`src/logic/gpio_exp_map.svh`:
```
// register map, reset values and slave address of the i2c gpio expander
// assumes: included by the expander module and the testbench
`ifndef GPIO_EXP_MAP_SVH
`define GPIO_EXP_MAP_SVH
`define ADDR_BASE 4'h4
`define CMD_IN0 8'h00
`define CMD_IN1 8'h01
`define CMD_OUT0 8'h02
`define CMD_OUT1 8'h03
`define CMD_POL0 8'h04
`define CMD_POL1 8'h05
`define CMD_CFG0 8'h06
`define CMD_CFG1 8'h07
`define CMD_DRV0A 8'h40
`define CMD_DRV0B 8'h41
`define CMD_DRV1A 8'h42
`define CMD_DRV1B 8'h43
`define CMD_LAT0 8'h44
`define CMD_LAT1 8'h45
`define CMD_PEN0 8'h46
`define CMD_PEN1 8'h47
`define CMD_PSEL0 8'h48
`define CMD_PSEL1 8'h49
`define CMD_MSK0 8'h4a
`define CMD_MSK1 8'h4b
`define CMD_STS0 8'h4c
`define CMD_STS1 8'h4d
`define CMD_OCFG 8'h4f
`define RST_OUT 16'hffff
`define RST_POL 16'h0000
`define RST_CFG 16'hffff
`define RST_DRV 32'hffffffff
`define RST_LAT 16'h0000
`define RST_PEN 16'h0000
`define RST_PSEL 16'hffff
`define RST_MSK 16'hffff
`define RST_OCFG 8'h00
`define BYTE_BITS 4'h8
`endif

```
`src/logic/gpio_exp_pkg.sv`:
```
// types shared by the i2c gpio expander
// assumes: map header sits beside this file
package gpio_exp_pkg;
	typedef enum logic [3:0] {
		ST_IDLE, ST_ADDR, ST_AACK, ST_CMD, ST_CACK, ST_WR, ST_WACK, ST_RD, ST_RACK
	} i2c_state_e;
	// per-port pin drive bundle
	typedef struct packed {
		logic [7:0] dout;
		logic [7:0] oe_n;
		logic [15:0] drive;
		logic [7:0] pull_en;
		logic [7:0] pull_up;
	} port_drv_s;
endpackage : gpio_exp_pkg

```
`src/logic/i2c_gpio_expander_16bit.sv`:
```
// i2c slave 16-bit gpio expander, two 8-bit ports, open-drain change alert
// assumes: scl, sda, straps and pins are asynchronous; pads resolve oe_n
//
// Summary of operation
// sixteen lines in two 8-bit ports, each usable as input or output
// input, output, polarity and direction register pairs, 8 bits per port
// every interrupt mask bit is set after reset
// alert asserts while an unmasked input differs from its input register value
// alert is active low open-drain, released otherwise
// reset loads all register defaults and the idle bus state
// three address pins set the low slave address bits
// after reset all lines are high-impedance inputs
// no glitches on the lines during reset and power-up
// push-pull or open-drain selected per whole 8-bit port
// read-only status register shows which input caused the alert
// four drive-strength levels programmed per output bit
// latched input change held until the input register is read
// pull enable per bit connects the internal resistor
// pull select per bit chooses pull-up or pull-down
// a set mask bit blocks that input from the alert
// pin n of each port maps to bit n of its register
// command byte after address becomes the register pointer
// last address bit: one reads, zero writes
// input registers follow pins regardless of direction; writes ignored
// output register reads return the written value, not the pins
// alert clears on input read, or when a non-latched input returns
// polarity bit inverts the input value reported
`timescale 1ns/10ps
`include "gpio_exp_map.svh"
module i2c_gpio_expander_16bit
	import gpio_exp_pkg::*;
(
	input wire logic clk_i,
	input wire logic arst_n_i,
	input wire logic scl_i,
	input wire logic sda_i,
	output logic sda_o,
	output logic sda_oe_n_o,
	input wire logic slave_addr_sel_bit0_i,
	input wire logic slave_addr_sel_bit1_i,
	input wire logic slave_addr_sel_bit2_i,
	input wire logic [7:0] port_a_line_i,
	input wire logic [7:0] port_b_line_i,
	output port_drv_s port_a_drv_o,
	output port_drv_s port_b_drv_o,
	output logic alert_o,
	output logic alert_oe_n_o
);

////////////////////////////////////////////////////////////////////////////////
// input synchronisers
logic [20:0] sync1_r;
logic [20:0] sync2_r;
logic scl_q_r;
logic sda_q_r;
wire logic [20:0] raw_in = {scl_i, sda_i, slave_addr_sel_bit2_i, slave_addr_sel_bit1_i,
	slave_addr_sel_bit0_i, port_b_line_i, port_a_line_i};

always_ff @(posedge clk_i or negedge arst_n_i) begin
	if (!arst_n_i) begin
		sync1_r <= 21'h180000; // bus lines idle high
		sync2_r <= 21'h180000;
		scl_q_r <= 1'b1;
		sda_q_r <= 1'b1;
	end else begin
		sync1_r <= raw_in;
		sync2_r <= sync1_r;
		scl_q_r <= sync2_r[20];
		sda_q_r <= sync2_r[19];
	end
end

wire logic scl_s = sync2_r[20];
wire logic sda_s = sync2_r[19];
wire logic [2:0] addr_pins = sync2_r[18:16];
wire logic [15:0] pins = sync2_r[15:0];
wire logic scl_rise = scl_s & ~scl_q_r;
wire logic scl_fall = ~scl_s & scl_q_r;
wire logic start_c = scl_s & scl_q_r & sda_q_r & ~sda_s;
wire logic stop_c = scl_s & scl_q_r & ~sda_q_r & sda_s;

////////////////////////////////////////////////////////////////////////////////
// registers
logic [15:0] out_r;
logic [15:0] pol_r;
logic [15:0] cfg_r;
logic [31:0] drv_r;
logic [15:0] lat_r;
logic [15:0] pen_r;
logic [15:0] psel_r;
logic [15:0] msk_r;
logic [7:0] ocfg_r;
logic [15:0] ref_r;
logic [15:0] lpend_r;
logic [15:0] lval_r;

////////////////////////////////////////////////////////////////////////////////
// i2c slave state
i2c_state_e state_r;
logic [3:0] cnt_r;
logic [7:0] sh_r;
logic [7:0] ptr_r;
logic rw_r;
logic sda_oe_n_r;

wire logic byte_done = (cnt_r == `BYTE_BITS);
wire logic addr_hit = (sh_r[7:1] == {`ADDR_BASE, addr_pins});
wire logic [7:0] ptr_next = {ptr_r[7:1], ~ptr_r[0]};
wire logic load_evt = scl_fall & ((state_r == ST_AACK & rw_r) | (state_r == ST_RACK));
wire logic wr_en = scl_fall & (state_r == ST_WR) & byte_done;
wire logic snap_a = load_evt & (ptr_r == `CMD_IN0);
wire logic snap_b = load_evt & (ptr_r == `CMD_IN1);
wire logic [15:0] snap_m = {{8{snap_b}}, {8{snap_a}}};

////////////////////////////////////////////////////////////////////////////////
// input value, latching and change detection
wire logic [15:0] in_val_now = pins ^ pol_r;
wire logic [15:0] diff = in_val_now ^ ref_r;
wire logic [15:0] lset = lat_r & diff & ~lpend_r;
wire logic [15:0] in_rep = (lat_r & lpend_r & lval_r) | (~(lat_r & lpend_r) & in_val_now);
wire logic [15:0] pend = (diff & ~lat_r) | lpend_r;
wire logic [15:0] sts = pend & ~msk_r;

always_ff @(posedge clk_i or negedge arst_n_i) begin
	if (!arst_n_i) begin
		ref_r <= 16'h0000;
		lpend_r <= 16'h0000;
		lval_r <= 16'h0000;
	end else begin
		ref_r <= (ref_r & ~snap_m) | (in_val_now & snap_m);
		lpend_r <= (lpend_r & ~snap_m) | (lset & ~snap_m);
		lval_r <= (lval_r & ~lset) | (in_val_now & lset);
	end
end

////////////////////////////////////////////////////////////////////////////////
// read data select
function automatic logic [7:0] rd_sel(input logic [7:0] p);
	case (p)
		`CMD_IN0: rd_sel = in_rep[7:0];
		`CMD_IN1: rd_sel = in_rep[15:8];
		`CMD_OUT0: rd_sel = out_r[7:0];
		`CMD_OUT1: rd_sel = out_r[15:8];
		`CMD_POL0: rd_sel = pol_r[7:0];
		`CMD_POL1: rd_sel = pol_r[15:8];
		`CMD_CFG0: rd_sel = cfg_r[7:0];
		`CMD_CFG1: rd_sel = cfg_r[15:8];
		`CMD_DRV0A: rd_sel = drv_r[7:0];
		`CMD_DRV0B: rd_sel = drv_r[15:8];
		`CMD_DRV1A: rd_sel = drv_r[23:16];
		`CMD_DRV1B: rd_sel = drv_r[31:24];
		`CMD_LAT0: rd_sel = lat_r[7:0];
		`CMD_LAT1: rd_sel = lat_r[15:8];
		`CMD_PEN0: rd_sel = pen_r[7:0];
		`CMD_PEN1: rd_sel = pen_r[15:8];
		`CMD_PSEL0: rd_sel = psel_r[7:0];
		`CMD_PSEL1: rd_sel = psel_r[15:8];
		`CMD_MSK0: rd_sel = msk_r[7:0];
		`CMD_MSK1: rd_sel = msk_r[15:8];
		`CMD_STS0: rd_sel = sts[7:0];
		`CMD_STS1: rd_sel = sts[15:8];
		`CMD_OCFG: rd_sel = ocfg_r;
		default: rd_sel = 8'h00;
	endcase
endfunction : rd_sel

wire logic [7:0] rd_byte = rd_sel(ptr_r);

////////////////////////////////////////////////////////////////////////////////
// register writes; input and status pointers ignore writes
always_ff @(posedge clk_i or negedge arst_n_i) begin
	if (!arst_n_i) begin
		out_r <= `RST_OUT;
		pol_r <= `RST_POL;
		cfg_r <= `RST_CFG;
		drv_r <= `RST_DRV;
		lat_r <= `RST_LAT;
		pen_r <= `RST_PEN;
		psel_r <= `RST_PSEL;
		msk_r <= `RST_MSK;
		ocfg_r <= `RST_OCFG;
	end else if (wr_en) begin
		case (ptr_r)
			`CMD_OUT0: out_r[7:0] <= sh_r;
			`CMD_OUT1: out_r[15:8] <= sh_r;
			`CMD_POL0: pol_r[7:0] <= sh_r;
			`CMD_POL1: pol_r[15:8] <= sh_r;
			`CMD_CFG0: cfg_r[7:0] <= sh_r;
			`CMD_CFG1: cfg_r[15:8] <= sh_r;
			`CMD_DRV0A: drv_r[7:0] <= sh_r;
			`CMD_DRV0B: drv_r[15:8] <= sh_r;
			`CMD_DRV1A: drv_r[23:16] <= sh_r;
			`CMD_DRV1B: drv_r[31:24] <= sh_r;
			`CMD_LAT0: lat_r[7:0] <= sh_r;
			`CMD_LAT1: lat_r[15:8] <= sh_r;
			`CMD_PEN0: pen_r[7:0] <= sh_r;
			`CMD_PEN1: pen_r[15:8] <= sh_r;
			`CMD_PSEL0: psel_r[7:0] <= sh_r;
			`CMD_PSEL1: psel_r[15:8] <= sh_r;
			`CMD_MSK0: msk_r[7:0] <= sh_r;
			`CMD_MSK1: msk_r[15:8] <= sh_r;
			`CMD_OCFG: ocfg_r <= sh_r;
			default: ;
		endcase
	end
end

////////////////////////////////////////////////////////////////////////////////
// i2c slave sequencer
always_ff @(posedge clk_i or negedge arst_n_i) begin
	if (!arst_n_i) begin
		state_r <= ST_IDLE;
		cnt_r <= 4'h0;
		sh_r <= 8'h00;
		ptr_r <= 8'h00;
		rw_r <= 1'b0;
		sda_oe_n_r <= 1'b1;
	end else if (stop_c) begin
		state_r <= ST_IDLE;
		sda_oe_n_r <= 1'b1;
	end else if (start_c) begin
		state_r <= ST_ADDR;
		cnt_r <= 4'h0;
		sda_oe_n_r <= 1'b1;
	end else begin
		case (state_r)
			ST_ADDR, ST_CMD, ST_WR: begin
				if (scl_rise) begin
					sh_r <= {sh_r[6:0], sda_s};
					cnt_r <= cnt_r + 4'h1;
				end else if (scl_fall && byte_done) begin
					cnt_r <= 4'h0;
					sda_oe_n_r <= 1'b0;
					if (state_r == ST_ADDR) begin
						rw_r <= sh_r[0];
						state_r <= addr_hit ? ST_AACK : ST_IDLE;
						sda_oe_n_r <= ~addr_hit;
					end else if (state_r == ST_CMD) begin
						ptr_r <= sh_r;
						state_r <= ST_CACK;
					end else begin
						ptr_r <= ptr_next;
						state_r <= ST_WACK;
					end
				end
			end
			ST_AACK, ST_CACK, ST_WACK: begin
				if (scl_fall) begin
					if (state_r == ST_AACK && rw_r) begin
						sh_r <= rd_byte;
						sda_oe_n_r <= rd_byte[7];
						state_r <= ST_RD;
					end else begin
						sda_oe_n_r <= 1'b1;
						state_r <= (state_r == ST_AACK) ? ST_CMD : ST_WR;
					end
				end
			end
			ST_RD: begin
				if (scl_rise) begin
					cnt_r <= cnt_r + 4'h1;
				end else if (scl_fall) begin
					if (byte_done) begin
						cnt_r <= 4'h0;
						sda_oe_n_r <= 1'b1;
						ptr_r <= ptr_next;
						state_r <= ST_RACK;
					end else begin
						sh_r <= {sh_r[6:0], 1'b0};
						sda_oe_n_r <= sh_r[6];
					end
				end
			end
			ST_RACK: begin
				if (scl_rise && sda_s) begin
					state_r <= ST_IDLE;
				end else if (scl_fall) begin
					sh_r <= rd_byte;
					sda_oe_n_r <= rd_byte[7];
					state_r <= ST_RD;
				end
			end
			default: begin
				sda_oe_n_r <= 1'b1;
				state_r <= ST_IDLE;
			end
		endcase
	end
end

////////////////////////////////////////////////////////////////////////////////
// pin drivers and alert, all registered
wire logic [15:0] od_m = {{8{ocfg_r[1]}}, {8{ocfg_r[0]}}};
wire logic [15:0] oe_n_nxt = cfg_r | (od_m & out_r);
logic [15:0] oe_n_r;
logic [15:0] dout_r;
logic alert_oe_n_r;

always_ff @(posedge clk_i or negedge arst_n_i) begin
	if (!arst_n_i) begin
		oe_n_r <= 16'hffff;
		dout_r <= `RST_OUT;
		alert_oe_n_r <= 1'b1;
	end else begin
		oe_n_r <= oe_n_nxt;
		dout_r <= out_r;
		alert_oe_n_r <= ~|sts;
	end
end

assign port_a_drv_o = '{dout: dout_r[7:0], oe_n: oe_n_r[7:0], drive: drv_r[15:0],
	pull_en: pen_r[7:0], pull_up: psel_r[7:0]};
assign port_b_drv_o = '{dout: dout_r[15:8], oe_n: oe_n_r[15:8], drive: drv_r[31:16],
	pull_en: pen_r[15:8], pull_up: psel_r[15:8]};
assign sda_o = 1'b0;
assign sda_oe_n_o = sda_oe_n_r;
assign alert_o = 1'b0;
assign alert_oe_n_o = alert_oe_n_r;

endmodule : i2c_gpio_expander_16bit

```
`config.mk`:
```
export PLATFORM = sky130hd
export DESIGN_NAME = i2c_gpio_expander_16bit
export DESIGN_NICKNAME = d
export VERILOG_FILES = /design/src/logic/gpio_exp_pkg.sv /design/src/logic/i2c_gpio_expander_16bit.sv
export VERILOG_INCLUDE_DIRS = /design/src /design/src/logic
export SDC_FILE = /design/constraint.sdc
export NUM_CORES = 1
export LEC_CHECK = 0
export ABC_CLOCK_PERIOD_IN_PS = 3300
export BUFFER_PORTS_ARGS = -buffer_cell sky130_fd_sc_hd__buf_4
export CORE_MARGIN = 4
export CORE_UTILIZATION = 60
export DETAILED_ROUTE_END_ITERATION = 7
export GPL_ROUTABILITY_DRIVEN = 1
export PLACE_DENSITY_LB_ADDON = 0.1
export SLEW_MARGIN = 20
export SYNTH_ARGS = -nofsm -noshare
export SYNTH_HDL_FRONTEND = slang
export SYNTH_SLANG_ARGS = --single-unit
export TNS_END_PERCENT = 10
```
`constraint.sdc`:
```
create_clock -name clk_i -period 3.3 [get_ports clk_i]
set_input_delay 0.165 -clock clk_i [delete_from_list [all_inputs] [get_ports clk_i]]
set_output_delay 0.165 -clock clk_i [all_outputs]
set_load 0.1 [all_outputs]
```
==> results of run 1 <==
path summary, 6_finish.rpt:
| kind | from | endpoint | slack, ps | cells past startpoint |
|---|---|---|---|---|
| setup / recovery | ptr_r[5] | drv_r[6] | 250 | 5 |
| hold reg to reg | sync1_r[8] | sync2_r[8] | 350 | 0 |
| min in group asynchronous | arst_n_i | ptr_r[2] | 230 | 2 |
| hold / removal | port_b_line_i[1] | sync1_r[9] | 220 | 2 |
| setup reg to reg | ptr_r[5] | drv_r[6] | 250 | 5 |
| max in group asynchronous | arst_n_i | drv_r[3] | 2180 | 3 |
stage by stage:
step / cell area [µm²] / setup slack, ps / power, mW
finish: 16940 / 254.6 / 8.060
global route: 16940 / 190.3 / 8.291
CTS: 16940 / 400.8 / 8.062
detailed placement: 15690 / 430.2 / 4.556
global placement: 15690 / 488.6 / 4.543
floorplan: 14280 / 852.8 / 4.190
cell usage in the layout, fill, tap and decap left out, drive strengths merged, types with 12 or more instances in the layout:
| cell | instances |
|---|---|
| a21o | 21 |
| a21oi | 69 |
| a31oi | 18 |
| buf | 186 |
| clkbuf | 47 |
| dfrtp | 167 |
| dfstp | 136 |
| dlygate4sd3 | 22 |
| inv | 37 |
| mux2 | 120 |
| mux2i | 21 |
| nand2 | 134 |
| nand3 | 47 |
| nand3b | 16 |
| nor2 | 78 |
| nor3 | 28 |
| o21ai | 105 |
| o31ai | 17 |
| xnor2 | 12 |
| xor2 | 19 |
final cells by class:
| type | instances | area, µm² |
|---|---|---|
| sequential | 303 | 7752 |
| multi-input combinational | 860 | 5954 |
| clock inverter | 11 | 106.4 |
| timing repair buffer | 208 | 1674 |
| inverter | 35 | 131.4 |
| clock buffer | 47 | 918.4 |
| tap | 319 | 399.1 |
| fill | 1630 | 6536 |
cell families after synthesis:
logic type      Yosys count
compound gates          317
xor+xnor                 36
mux                     143
other cells               1
simple gates            357
fa+ha+maj                 5
flops                   303
buf+inv                 117
report_power, final:
part	total, mW	internal, mW	leakage (nW)	switching (mW)
sequential	3.89	3.79	3.64	0.102
combinational	0.645	0.158	3.46	0.487
clock	3.52	2.01	0.504	1.51
per-layer routing:
metal  vias up  GRT usage
li1       4912          -
met1      5746     0.4997
met2       662     0.5760
met3       156    0.07130
met4         0     0.1553
met5         -          0
critical path: cells and delay by family (launching register included):
family        cells  cell delay (ps)
simple gates      3             1970
buf+inv           1              280
mux               1              270
flops             1              420
==> impl_metrics.py, run 1 <==
metrics = {
    "global_routing": {
        "grt_pass1_wl_um": 72160,
        "grt_start_max_net_pins": 97,
        "grt_pass1_vias": 11330,
        "gr-total-overflow": 0,
        "antenna_found_initial": 0,
        "grt_util_all_layers": 0.3651,
    },
    "synth": {
        "synth_compound_area_frac": 0.1410,
        "synthAdderAreaFrac": 0.004383,
        "synth_cell_types": 83,
        "synthCells": 1279,
        "async_reset_ff_frac": 1.000,
        "syn_avg_cell_area_um2": 11.16,
        "synth_edf_count": 0,
        "netlist_area_um2": 14270,
        "synth_xor_area_frac": 0.02735,
        "ys_ff_latch": 303,
        "synthTopCellsByArea": "dfrtp_1 29%, dfstp_2 25%, mux2_2 6.5%, o21ai_0 3.5%, nand2_1 3.5%",
        "synth.area.mux_share": 0.1197,
        "synth_top_area_share": 0.2928,
        "synth_top_area_cell": "dfrtp_1",
        "netlist_top_cells_count": "167 x dfrtp_1, 136 x dfstp_2, 132 x nand2_1",
        "synth_flop_cell": "dfrtp_1",
        "synth_top_family_by_area": "compound AO/OA/AOI/OAI gates",
        "yosysMostFrequentCell": "dfrtp_1",
        "yosys.area_share.simple": 0.1240,
        "yosysWarnings": 0,
        "yosysSeqAreaShare": 0.5431,
    },
    "sta": {
        "fmax_mhz": 328.4,
        "slew_violations": 0,
        "slew_headroom": 0.1755,
        "hold_viol": 0,
        "setup_viol": 0,
        "worst-slew-pin-transition_ps": 1237,
        "clock_skew_ps": 29.27,
        "period_share": 0.9229,
        "hold-worst-slack_ps": 218.6,
        "rsz0062_at_grt": "false",
        "finalSetupTns_ps": 0,
        "finalCriticalPeriod_ps": 3045,
    },
    "routing": {
        "wl_um": 47840,
        "drt-wirelength-per-cell_um": 26.83,
        "wl_met3_um": 4438,
        "route.top_layer_used": "met4",
        "drtAntennaViolNets": 0,
        "wl_met1_um": 19010,
        "drc": 0,
        "drtIter0Drc": 1268,
        "viasPerCell": 6.436,
        "vias": 11480,
        "drtPass1Iterations": 5,
        "route.met2.wl_um": 21970,
    },
    "clock_tree": {
        "cts_tree": "done",
        "cts_made_buffers": 31,
        "path_clk_slew_ps": 70,
        "clock_latency_ps": 590,
        "post_cts_buffers": 0,
        "cts_buffer_depth": 3,
        "ctsResizeCount": 0,
        "hold_buffers": 22,
        "cts_num_sinks": 303,
        "root_buffer": "clkbuf_16",
        "cts.htree.levels": 1,
    },
    "pwr": {
        "p_per_area_nw_per_um2": 475.9,
        "ir_drop_v": 0.0005520,
        "leakage_nw": 7.604,
    },
    "floorplan": {
        "fp.coreArea_um2": 23470,
        "die_y_um": 162.2,
        "io_pins": 123,
        "rows": 56,
        "die_area_um2": 26320,
        "start_util": 0.6081,
        "die_w_um": 162.2,
    },
    "place": {
        "gp_congestion": 1.043,
        "dp.cells": 1703,
        "port_buffers": 120,
        "hpwlAfterDp_um": 33940,
    },
    "critical_path": {
        "crit_path_top_delay_cell": "nor2_1",
        "path_max_fanout": 12,
        "cp_slowest_stage_delay_ps": 880,
        "critPathRequiredTime_ps": 3790,
        "end_kind": "register",
        "cp.arrival_ps": 3540,
        "worst_setup_path_start_kind": "register",
        "crit_chain": "or4b_4, nor2_1, nand3_1, buf_4, mux2_2",
        "crit_type": "reg -> reg",
    },
    "layout": {
        "diodes": 0,
        "syn_to_final_growth_pct": 18.65,
        "drive_gt1_frac": 0.3525,
        "post-route-util": 0.7215,
        "fin_nets": 1467,
        "instances_no_fill": 1783,
    },
    "status": {
        "outcome": "finished clean",
    },
    "job": {
        "cap_violations": 0,
    },
    "worst_hold_path": {
        "hp-class": "in -> reg",
    },
}
Note: power is estimated with default switching activity, not from simulation.
==> run 2, diff against run 1 <==
ABC_CLOCK_PERIOD_IN_PS = 3900   (was 3300)
BUFFER_PORTS_ARGS = unset   (was -buffer_cell sky130_fd_sc_hd__buf_4)
CORE_UTILIZATION = 65   (was 60)
DONT_BUFFER_PORTS = 1   (was unset)
clock period = 3.9 ns   (was 3.3 ns; I/O delays follow)
==> run 2 against run 1 <==
Against the previous run: the run now ends with design-rule violations, negative hold slack left; die area is 7.3% lower; global-route usage is 0.71 points higher; hold slack worse by 890 ps; critical path depth is 1 lower; clock skew is 18 ps lower; sequential cell count stayed put; critical path type unchanged; via count is 6.1% lower; cell count is 11% lower; clock-buffer cell count is 8 lower.
==> impl_metrics.py, run 2 (same netlist as run 1, synthesis figures left out) <==
metrics = {
    "critical_path": {
        "crit_type": "reg -> reg",
        "end_kind": "register",
        "path_max_fanout": 26,
        "cp_slowest_stage_delay_ps": 870,
        "crit_family": "simple AND/OR/NAND/NOR gates",
        "cp.arrival_ps": 3760,
        "critical_path_buf_inv_count": 0,
        "critPathRequiredTime_ps": 4390,
        "crit_path_top_delay_cell": "nor2_1",
        "worst_setup_path_start_kind": "register",
        "crit_chain": "or2_2, nor2_1, nand3_1, mux2_2",
    },
    "routing": {
        "drt-wirelength-per-cell_um": 28.44,
        "wl_um": 45000,
        "drc": 1,
        "route.top_layer_used": "met4",
        "drtIter0Drc": 1378,
        "drtAntennaViolNets": 0,
        "wl_met1_um": 17410,
        "vias": 10780,
        "route.met2.wl_um": 20170,
        "wl_met3_um": 5140,
        "viasPerCell": 6.815,
        "drtPass1Iterations": 8,
    },
    "global_routing": {
        "grt_pass1_wl_um": 68140,
        "grt_util_all_layers": 0.3722,
        "grt_pass1_vias": 10680,
        "grt_start_max_net_pins": 304,
        "antenna_found_initial": 0,
        "gr-total-overflow": 0,
    },
    "sta": {
        "hold_viol": 303,
        "hold-worst-slack_ps": -668.7,
        "finalCriticalPeriod_ps": 3270,
        "finalSetupTns_ps": 0,
        "setup_viol": 0,
        "slew_violations": 0,
        "clock_skew_ps": 11.64,
        "period_share": 0.8385,
        "slew_headroom": 0.1835,
        "fmax_mhz": 305.8,
        "rsz0062_at_grt": "false",
        "worst-slew-pin-transition_ps": 1225,
    },
    "clock_tree": {
        "post_cts_buffers": 0,
        "ctsResizeCount": 0,
        "hold_buffers": 21,
        "clock_latency_ps": 570,
        "cts_made_buffers": 30,
        "cts_buffer_depth": 3,
        "cts_tree": "done",
        "root_buffer": "clkbuf_16",
        "cts_num_sinks": 303,
        "cts.htree.levels": 1,
        "path_clk_slew_ps": 70,
    },
    "place": {
        "gp_congestion": 1.113,
        "port_buffers": 0,
        "hpwlAfterDp_um": 31380,
        "dp.cells": 1505,
    },
    "layout": {
        "fin_nets": 1311,
        "fillers": 1397,
        "final_cell_mix": "167 x dfrtp_1, 136 x dfstp_2, 132 x nand2_1",
        "syn_to_final_growth_pct": 10.19,
        "diodes": 0,
        "instances_no_fill": 1582,
        "drive_gt1_frac": 0.2808,
        "post-route-util": 0.7388,
        "layout_commonest_cell": "dfrtp_1",
    },
    "floorplan": {
        "fp.coreArea_um2": 21290,
        "rows": 53,
        "die_area_um2": 24390,
        "io_pins": 123,
        "start_util": 0.6705,
        "die_w_um": 156.2,
        "die_y_um": 156.2,
    },
    "pwr": {
        "leakage_nw": 6.808,
        "p_per_area_nw_per_um2": 436.2,
        "ir_drop_v": 0.0004560,
        "power_mw": 6.861,
    },
    "status": {
        "failed_checks": "design-rule violations, negative hold slack",
        "outcome": "finished with violations",
    },
    "worst_hold_path": {
        "hp-class": "in -> async",
    },
    "job": {
        "cap_violations": 0,
    },
}
-- run 2: final cells by class --
cell class                      instances  area (µm²)  area share
Timing Repair Buffer                   53       450.4     0.02864
Clock inverter                         17       242.7     0.01543
Multi-Input combinational cell        860        5952      0.3784
Tap cell                              275       344.1     0.02188
Clock buffer                           39       854.6     0.05434
Inverter                               35       131.4    0.008353
Sequential cell                       303        7752      0.4929
-- run 2: path summary, 6_finish.rpt --
kind                                   from     endpoint  slack, ps  depth (start not counted)
worst max-delay path               ptr_r[0]    psel_r[2]        630                          4
worst max register to register     ptr_r[0]    psel_r[2]        630                          4
min in group clk_i                    sda_i  sync1_r[19]        170                          1
max in group asynchronous          arst_n_i    drv_r[12]       4090                          0
worst min register to register  sync1_r[11]  sync2_r[11]        350                          0
worst min-delay path               arst_n_i    ocfg_r[5]       -670                          0
-- run 2: worst register-to-register path: stages, from the launching register on --
cell and delay, ps:
dfrtp_1 730, or2_2 550, nor2_1 870, nand3_1 600
mux2_2 450
-- run 2: where the power goes --
| part | internal [mW] | switching, mW | total [mW] |
|---|---|---|---|
| registers | 3.20 | 0.128 | 3.33 |
| clock network | 1.88 | 1.25 | 3.14 |
| logic | 0.105 | 0.287 | 0.392 |
| total | 5.19 | 1.67 | 6.86 |
-- run 2: metal layers --
layer  up-vias  track usage
met4         0       0.1574
met3       160      0.09542
met5         -            0
li1       4585            -
met1      5329       0.5123
met2       707       0.5689
-- run 2: per-stage QoR --
step	setup slack, ps	cell area (µm²)
floorplan	1453	14280
global placement	817.2	14420
detailed placement	778.8	14420
CTS	745.5	15730
global route	532.5	15730
finish	629.7	15730
